--- config.mk ---
export PLATFORM = sky130hd
export DESIGN_NAME = wpd_wake_detector
export DESIGN_NICKNAME = d
export VERILOG_FILES = /design/src/wpd_pkg.sv /design/src/wpd_wake_detector.sv /design/src/wpd_seq_matcher.sv
export SDC_FILE = /design/constraint.sdc
export NUM_CORES = 1
export LEC_CHECK = 0
export BUFFER_PORTS_ARGS = -buffer_cell sky130_fd_sc_hd__buf_4
export CORE_MARGIN = 2
export CORE_UTILIZATION = 45
export CTS_BUF_LIST = sky130_fd_sc_hd__clkbuf_4 sky130_fd_sc_hd__clkbuf_8
export DETAILED_ROUTE_END_ITERATION = 12
export PLACE_DENSITY_LB_ADDON = 0.12
export SYNTH_ARGS = -nofsm -noshare
export SYNTH_HDL_FRONTEND = slang
export SYNTH_HIERARCHICAL = 1
export SYNTH_SLANG_ARGS = --single-unit
--- constraint.sdc ---
create_clock -name sys_clk -period 5.4 [get_ports sys_clk]
set_clock_uncertainty 0.05 [all_clocks]
set_input_delay 0.27 -clock sys_clk [delete_from_list [all_inputs] [get_ports sys_clk]]
set_output_delay 0.27 -clock sys_clk [all_outputs]
set_load 0.005 [all_outputs]
--- src/wpd_pkg.sv ---
package wpd_pkg;

  // =====================================================================
  // frame layout
  localparam logic [3:0] HDR_LEN    = 4'hE;  // destination, source, type
  localparam logic [3:0] DA_LEN     = 4'h6;  // destination address bytes
  localparam logic [7:0] ONES_BYTE  = 8'hFF;

  // =====================================================================
  // wake pattern
  localparam int         SYNC_LEN   = 6;
  localparam int         ADDR_REPS  = 16;
  localparam int         ADDR_BYTES = 6;

  typedef enum logic {
    WPD_SYNC = 1'b0,
    WPD_ADDR = 1'b1
  } wpd_phase_type;

endpackage

--- src/wpd_wake_detector.sv ---
`timescale 1ns/1ps
module wpd_wake_detector #(
  parameter int ADDR_REPS = wpd_pkg::ADDR_REPS
) (
  input  wire logic        sys_clk,
  input  wire logic        srst,
  input  wire logic        rx_valid,
  input  wire logic [7:0]  rx_data,
  input  wire logic        rx_sof,
  input  wire logic        rx_eof,
  input  wire logic [47:0] station_addr,
  input  wire logic        wake_enable,
  input  wire logic        host_asleep,
  input  wire logic        pme_ack,
  output logic             pme_req_q,
  output logic             wake_seen_q
);

  initial begin
    if (ADDR_REPS < 1 || ADDR_REPS > 32) begin
      $error("wpd_wake_detector: ADDR_REPS out of range");
    end
  end

  // =====================================================================
  // pin synchronisers: wake enable and sleep state come from the power well
  logic [1:0] cfg_meta_q;
  logic [1:0] cfg_sync_q;
  logic       enable_s;
  logic       asleep_s;

  always_ff @(posedge sys_clk) begin
    if (srst) begin
      cfg_meta_q <= 2'h0;
      cfg_sync_q <= 2'h0;
    end else begin
      cfg_meta_q <= {host_asleep, wake_enable};
      cfg_sync_q <= cfg_meta_q;
    end
  end

  assign enable_s = cfg_sync_q[0];
  assign asleep_s = cfg_sync_q[1];

  // =====================================================================
  // frame tracking
  logic       in_frame_q, in_frame_d;
  logic [3:0] pos_q, pos_d;
  logic       bcast_q, bcast_d;
  logic       end_q, end_d;
  logic       feed;
  logic       restart;
  logic       match_hit;

  always_comb begin
    in_frame_d = in_frame_q;
    pos_d      = pos_q;
    bcast_d    = bcast_q;
    end_d      = rx_valid & rx_eof;
    if (rx_valid) begin
      if (rx_sof) begin
        in_frame_d = ~rx_eof;
        pos_d      = 4'h1;
        bcast_d    = (rx_data == wpd_pkg::ONES_BYTE);
      end else if (in_frame_q) begin
        if (pos_q != wpd_pkg::HDR_LEN) begin
          pos_d = pos_q + 4'h1;
        end
        if (pos_q < wpd_pkg::DA_LEN) begin
          bcast_d = bcast_q & (rx_data == wpd_pkg::ONES_BYTE);
        end
        if (rx_eof) begin
          in_frame_d = 1'b0;
        end
      end
    end
  end

  always_ff @(posedge sys_clk) begin
    if (srst) begin
      in_frame_q <= 1'b0;
      pos_q      <= 4'h0;
      bcast_q    <= 1'b0;
      end_q      <= 1'b0;
    end else begin
      in_frame_q <= in_frame_d;
      pos_q      <= pos_d;
      bcast_q    <= bcast_d;
      end_q      <= end_d;
    end
  end

  // every payload byte of a broadcast frame enters the scan, headers unparsed
  assign feed    = rx_valid & in_frame_q & ~rx_sof & (pos_q == wpd_pkg::HDR_LEN)
                   & bcast_q;
  assign restart = (rx_valid & rx_sof) | end_q;

  wpd_seq_matcher #(
    .SYNC_LEN  (wpd_pkg::SYNC_LEN),
    .ADDR_REPS (ADDR_REPS)
  ) u_matcher (
    .sys_clk      (sys_clk),
    .srst         (srst),
    .byte_vld     (feed),
    .byte_data    (rx_data),
    .restart      (restart),
    .station_addr (station_addr),
    .hit_q        (match_hit)
  );

  // =====================================================================
  // wake request
  logic armed_q, armed_d;
  logic pme_d;
  logic seen_d;

  always_comb begin
    armed_d = asleep_s & enable_s;
    seen_d  = match_hit;
    // a new hit in the acknowledge cycle keeps the request up
    pme_d   = (pme_req_q & ~pme_ack) | (match_hit & armed_q);
  end

  always_ff @(posedge sys_clk) begin
    if (srst) begin
      armed_q     <= 1'b0;
      pme_req_q   <= 1'b0;
      wake_seen_q <= 1'b0;
    end else begin
      armed_q     <= armed_d;
      pme_req_q   <= pme_d;
      wake_seen_q <= seen_d;
    end
  end

  // =====================================================================
  // check-only frame view, kept apart from the tracking logic it watches
  logic       chk_open_q, chk_open_d;
  logic [3:0] chk_cnt_q, chk_cnt_d;
  logic       chk_dst_q, chk_dst_d;

  always_comb begin
    chk_open_d = chk_open_q;
    chk_cnt_d  = chk_cnt_q;
    chk_dst_d  = chk_dst_q;
    if (rx_valid && rx_sof) begin
      chk_open_d = ~rx_eof;
      chk_cnt_d  = 4'h1;
      chk_dst_d  = (rx_data == wpd_pkg::ONES_BYTE);
    end else if (rx_valid && chk_open_q) begin
      chk_open_d = ~rx_eof;
      // saturates: only "inside the payload" matters past the header
      chk_cnt_d  = (chk_cnt_q == 4'hF) ? 4'hF : chk_cnt_q + 4'h1;
      chk_dst_d  = chk_dst_q
                   & ((chk_cnt_q >= wpd_pkg::DA_LEN) | (rx_data == wpd_pkg::ONES_BYTE));
    end
  end

  always_ff @(posedge sys_clk) begin
    if (srst) begin
      chk_open_q <= 1'b0;
      chk_cnt_q  <= 4'h0;
      chk_dst_q  <= 1'b0;
    end else begin
      chk_open_q <= chk_open_d;
      chk_cnt_q  <= chk_cnt_d;
      chk_dst_q  <= chk_dst_d;
    end
  end

  // =====================================================================
  // checks
  property p_wake_needs_enable;
    @(posedge sys_clk) disable iff (srst)
    $rose(pme_req_q) |-> $past(armed_q) && $past(match_hit);
  endproperty
  a_wake_needs_enable: assert property (p_wake_needs_enable)
    else $error("wake request without enable and match");

  property p_hit_raises_pme;
    @(posedge sys_clk) disable iff (srst)
    match_hit && armed_q |=> pme_req_q;
  endproperty
  a_hit_raises_pme: assert property (p_hit_raises_pme)
    else $error("armed match did not raise wake request");

  property p_pme_holds;
    @(posedge sys_clk) disable iff (srst)
    pme_req_q && !pme_ack |=> pme_req_q;
  endproperty
  a_pme_holds: assert property (p_pme_holds)
    else $error("wake request dropped before acknowledge");

  property p_armed_follows_pins;
    @(posedge sys_clk) disable iff (srst)
    host_asleep && wake_enable ##1 host_asleep && wake_enable ##1 host_asleep && wake_enable
      |=> armed_q;
  endproperty
  a_armed_follows_pins: assert property (p_armed_follows_pins)
    else $error("detector not armed while host asleep and enabled");

  property p_feed_bcast_only;
    @(posedge sys_clk) disable iff (srst)
    feed |-> chk_open_q && chk_dst_q && chk_cnt_q >= wpd_pkg::HDR_LEN;
  endproperty
  a_feed_bcast_only: assert property (p_feed_bcast_only)
    else $error("non-broadcast or header byte scanned");

  property p_payload_scanned;
    @(posedge sys_clk) disable iff (srst)
    rx_valid && !rx_sof && chk_open_q && chk_dst_q && chk_cnt_q >= wpd_pkg::HDR_LEN |-> feed;
  endproperty
  a_payload_scanned: assert property (p_payload_scanned)
    else $error("payload byte skipped by the scan");

  property p_seen_tracks_hit;
    @(posedge sys_clk) disable iff (srst)
    match_hit |=> wake_seen_q ##1 !wake_seen_q;
  endproperty
  a_seen_tracks_hit: assert property (p_seen_tracks_hit)
    else $error("match indication not a one-cycle pulse");

endmodule

--- src/wpd_seq_matcher.sv ---
`timescale 1ns/1ps
module wpd_seq_matcher #(
  parameter int SYNC_LEN  = wpd_pkg::SYNC_LEN,
  parameter int ADDR_REPS = wpd_pkg::ADDR_REPS
) (
  input  wire logic        sys_clk,
  input  wire logic        srst,
  input  wire logic        byte_vld,
  input  wire logic [7:0]  byte_data,
  input  wire logic        restart,
  input  wire logic [47:0] station_addr,
  output logic             hit_q
);

  initial begin
    if (SYNC_LEN < 2 || SYNC_LEN > 7 || ADDR_REPS < 1 || ADDR_REPS > 32) begin
      $error("wpd_seq_matcher: unsupported pattern length");
    end
  end

  wpd_pkg::wpd_phase_type phase_q, phase_d;
  logic [2:0] ones_q, ones_d;
  logic [2:0] idx_q, idx_d;
  logic [4:0] rep_q, rep_d;
  logic       hit_d;
  logic [7:0] addr_byte;

  // =====================================================================
  // sequence scan
  always_comb begin
    addr_byte = station_addr[{3'(3'd5 - idx_q), 3'b000} +: 8];  // first byte is the msb
    phase_d   = phase_q;
    ones_d    = ones_q;
    idx_d     = idx_q;
    rep_d     = rep_q;
    hit_d     = 1'b0;
    if (restart) begin
      phase_d = wpd_pkg::WPD_SYNC;
      ones_d  = 3'h0;
      idx_d   = 3'h0;
      rep_d   = 5'h00;
    end else if (byte_vld) begin
      case (phase_q)
        wpd_pkg::WPD_SYNC: begin
          if (byte_data == wpd_pkg::ONES_BYTE) begin
            if (ones_q == 3'(SYNC_LEN - 1)) begin
              phase_d = wpd_pkg::WPD_ADDR;
              idx_d   = 3'h0;
              rep_d   = 5'h00;
            end else begin
              ones_d = ones_q + 3'h1;
            end
          end else begin
            ones_d = 3'h0;
          end
        end
        wpd_pkg::WPD_ADDR: begin
          if (byte_data == addr_byte) begin
            if (idx_q == 3'(wpd_pkg::ADDR_BYTES - 1)) begin
              idx_d = 3'h0;
              if (rep_q == 5'(ADDR_REPS - 1)) begin
                hit_d   = 1'b1;
                phase_d = wpd_pkg::WPD_SYNC;
                ones_d  = 3'h0;
              end else begin
                rep_d = rep_q + 5'h01;
              end
            end else begin
              idx_d = idx_q + 3'h1;
            end
          end else if (byte_data == wpd_pkg::ONES_BYTE) begin
            // a longer run of ones still leaves a valid sync in place
            if (idx_q != 3'h0 || rep_q != 5'h00) begin
              phase_d = wpd_pkg::WPD_SYNC;
              ones_d  = 3'h1;
            end
          end else begin
            phase_d = wpd_pkg::WPD_SYNC;
            ones_d  = 3'h0;
          end
        end
        default: begin
          phase_d = wpd_pkg::WPD_SYNC;
        end
      endcase
    end
  end

  always_ff @(posedge sys_clk) begin
    if (srst) begin
      phase_q <= wpd_pkg::WPD_SYNC;
      ones_q  <= 3'h0;
      idx_q   <= 3'h0;
      rep_q   <= 5'h00;
      hit_q   <= 1'b0;
    end else begin
      phase_q <= phase_d;
      ones_q  <= ones_d;
      idx_q   <= idx_d;
      rep_q   <= rep_d;
      hit_q   <= hit_d;
    end
  end

  // =====================================================================
  // checks
  property p_hit_after_full_seq;
    @(posedge sys_clk) disable iff (srst)
    hit_q |-> $past(phase_q == wpd_pkg::WPD_ADDR && rep_q == 5'(ADDR_REPS - 1)
                    && idx_q == 3'(wpd_pkg::ADDR_BYTES - 1) && byte_vld && !restart);
  endproperty
  a_hit_after_full_seq: assert property (p_hit_after_full_seq)
    else $error("hit without a complete pattern");

  property p_restart_clears;
    @(posedge sys_clk) disable iff (srst)
    restart |=> phase_q == wpd_pkg::WPD_SYNC && ones_q == 3'h0 && !hit_q;
  endproperty
  a_restart_clears: assert property (p_restart_clears)
    else $error("partial match survived a restart");

  property p_break_resyncs;
    @(posedge sys_clk) disable iff (srst)
    byte_vld && !restart && phase_q == wpd_pkg::WPD_ADDR && byte_data != addr_byte
      && byte_data != wpd_pkg::ONES_BYTE
      |=> phase_q == wpd_pkg::WPD_SYNC && ones_q == 3'h0;
  endproperty
  a_break_resyncs: assert property (p_break_resyncs)
    else $error("mismatch did not restart the scan");

endmodule

==> impl_metrics.csv <==
group,metric,value,unit
final_layout,layout_commonest_cell,"buf_4",
setup_path,crit_type,"reg2reg",
final_layout,drive_gt1_share,30.5,%
run_status,status,"finished, final reports clean",
timing,finalSetupViolations,0,
yosys,synth.top_cell.area_share,26.5,%
setup_path,critPathTopFamily,"flip-flops",
yosys,ys_ff_latch,27,
setup_path,cp.arrival,3.44,ns
power_and_ir_drop,switchingPower,91.0,uW
setup_path,crit_buf_inv,0,
floorplan,core-area,4350,um^2
clocking,cts_root_buf,"clkbuf_8",
floorplan,die_x,71.4,um
clocking,cts_made_buffers,3,
yosys,synth_cells,224,
yosys,synth_area_leader_cell,"dfxtp_1",
place,dp_hpwl,3660,um
setup_path,cp_slowest_cell,"dfxtp_1",
floorplan,fp.dieH,71.4,um
clocking,cts_tree,"done",
clocking,post_cts_buffers,0,
power_and_ir_drop,p_leak,0.00101,uW
yosys,async_flop_share,0,%
power_and_ir_drop,power_density,154,nW/um^2
timing,setup-tns-final,0,ns
routing,wirelength,4780,um
routing,drt_iter0_markers,166,
final_layout,fillers,411,
clocking,worstSkewPairLatency,0.27,ns
global_routing,grt-ovfl-total,0,
clocking,cts.path.max_buffers,2,
timing,slew_headroom,29.0,%
global_routing,antenna_found_initial,0,
floorplan,io_pins,66,
setup_path,path_cells,"mux4_1 -> xor2_1 -> nor4_2 -> a31o_2 -> and4_1 -> nand4_1 -> o32ai_1",
timing,holdWs,0.163,ns
setup_path,cp_slowest_stage_delay,1.03,ns
timing,rsz0062_at_grt,"false",
clocking,cts_max_level,1,
timing,worst_slew_pin_slew,1.06,ns
power_and_ir_drop,swShare,22.9,%
power_and_ir_drop,power_frac_seq,51.2,%
floorplan,rows,24,
clocking,clkTransAtPathRegs,0.09,ns
timing,post-route-period-util,61.2,%
yosys,synth_edf_count,0,
place,portBuffers,65,
yosys,synth.area.top_cells,"dfxtp_1, ha_1, mux2i_1, mux4_1, mux4_2",
power_and_ir_drop,p_int,307,uW
final_layout,area_delta_synth_final,26.2,%
floorplan,start_util,46.9,%
power_and_ir_drop,pwr-share-clk,29.9,%
global_routing,grt_pass1_wl,8130,um
clocking,cts_sinks,27,
yosys,yosysUniqueCellTypes,57,
routing,viasPerCell,5.76,
global_routing,grt_use_total,19.6,%
routing,antenna_left,0,
routing,via_count,1923,
setup_path,reg2reg_slack,2.10,ns
power_and_ir_drop,combinationalPowerShare,18.9,%
yosys,synth_area,2040,um^2
timing,min_period,3.30,ns
routing,firstDrtPassIters,5,
setup_path,endpoint_kind,"flop",
yosys,synth_fp_nets,298,
power_and_ir_drop,vdd_drop_max,0.196,mV
global_routing,grt_max_degree,23,
final_layout,nNetsFinal,357,
timing,drv_slew,0,
setup_path,cp_max_fo,22,
timing,clock.fmax,303,MHz
setup_path,start_kind,"flop",
final_layout,final_cell_mix,"buf_4, dfxtp_1, nand2_1, nor2_1, inv_1",
final_layout,diodes,0,
run,cap_violations,0,
yosys,synthFlopType,"dfxtp_1",
routing,route.detailed.drc,0,
place,place.gp.congestion,0.827,
yosys,synth_warnings,6,
routing,routedWlPerCell,14.3,um
setup_path,crit_required,5.54,ns
yosys,ys_seq_area_share,26.5,%
clocking,cts.repair.resized,0,
min_path,holdCritPathClass,"in2reg",
global_routing,grt_pass1_vias,1803,
clocking,cts-hold-fix-buffers,0,
timing,final_hold_viol_count,0,
yosys,synth_area_per_cell,9.12,um^2
floorplan,die_area,5090,um^2
==> power groups by stage <==
stage	logic, uW	registers, uW	clock network (uW)
2_1_floorplan	32.3	208	0
3_3_place_gp	74.6	208	0
3_5_place_dp	75.2	208	0
4_1_cts	75.6	204	123
5_1_grt	82.2	204	129
6_report	75.0	204	119
==> cell families after synthesis <==
group / Yosys count / share of synthesized area, %
flops: 27 / 26.5
xor+xnor: 12 / 5.15
compound gates: 38 / 15.2
buf+inv: 25 / 6.07
mux: 22 / 16.8
simple gates: 90 / 24.2
fa+ha+maj: 10 / 6.13
==> per-layer routing <==
metal | global-route usage, % | routed length (um) | up-vias | part of all wire (%)
li1 | - | - | 956 | -
met1 | 24.9 | 2110 | 885 | 44
met2 | 33.4 | 2210 | 72 | 46
met3 | 3.66 | 371 | 10 | 7.8
met4 | 6.50 | 90 | 0 | 1.9
met5 | 0 | 0 | - | 0
==> Yosys cell counts (all sizes together) (2+ instances only) <==
| cell type | n |
|---|---|
| dfxtp | 27 |
| nand2 | 21 |
| nor2 | 17 |
| inv | 13 |
| mux2i | 11 |
| ha | 10 |
| buf | 9 |
| mux4 | 8 |
| nand4 | 8 |
| nand3 | 7 |
| nor3 | 7 |
| xor2 | 7 |
| and3 | 5 |
| nor2b | 5 |
| o21ai | 5 |
| or3 | 5 |
| xnor2 | 5 |
| a21oi | 4 |
| nand2b | 4 |
| clkbuf | 3 |
| mux2 | 3 |
| nor3b | 3 |
| nor4 | 3 |
| o22ai | 3 |
| a2111oi | 2 |
| a211oi | 2 |
| a221o | 2 |
| a31o | 2 |
| a32o | 2 |
| o211ai | 2 |
| o21a | 2 |
| o32ai | 2 |
==> flip-flops by register name (all words and copies together) (netlist names) <==
| name | flops |
|---|---|
| end_q | 1 |
| u_matcher/ones_q | 3 |
| u_matcher/hit_q | 1 |
| u_matcher/rep_q | 5 |
| u_matcher/idx_q | 3 |
| bcast_q | 1 |
| pos_q | 4 |
| in_frame_q | 1 |
| pme_req_q | 1 |
| cfg_meta_q | 2 |
| cfg_sync_q | 2 |
| u_matcher/phase_q | 1 |
| wake_seen_q | 1 |
| armed_q | 1 |
==> per-stage QoR <==
stage                     total power, uW  std cells  instance area, um^2  utilization, %  setup slack, ns
after floorplan                       240        224                 2040               -             2.66
after global placement                283        330                 2530            58.0             2.13
after detailed placement              284        330                 2530            58.0             2.06
after CTS                             402        334                 2580            59.2             2.04
after global routing                  415        334                 2580            59.2             1.85
final                                 398        334                 2580            59.2             2.10
==> final timing paths <==
kind | start | to | cells past startpoint
hold / removal | host_asleep | cfg_meta_q[1]$_SDFF_PP0_ | 2
setup reg to reg | u_matcher/idx_q[0]$_SDFFE_PP0P_ | u_matcher/rep_q[4]$_SDFFE_PP0P_ | 7
hold reg to reg | cfg_meta_q[1]$_SDFF_PP0_ | cfg_sync_q[1]$_SDFF_PP0_ | 1
setup / recovery | u_matcher/idx_q[0]$_SDFFE_PP0P_ | u_matcher/rep_q[4]$_SDFFE_PP0P_ | 7
==> cell type report <==
type,count,area (um^2),area share (%)
timing repair buffer,66,495,19.2
sequential,27,541,21.0
multi-input combinational,172,1380,53.5
inverter,13,48.8,1.89
clock buffer,4,48.8,1.89
tap,52,65.1,2.53
==> worst reg2reg max path: stages, from the launching register on <==
cell,delay (ns)
dfxtp_1,1.03
mux4_1,0.67
xor2_1,0.16
nor4_2,0.26
a31o_2,0.18
and4_1,0.39
nand4_1,0.22
o32ai_1,0.26
Power figures use the tool's default switching activity.
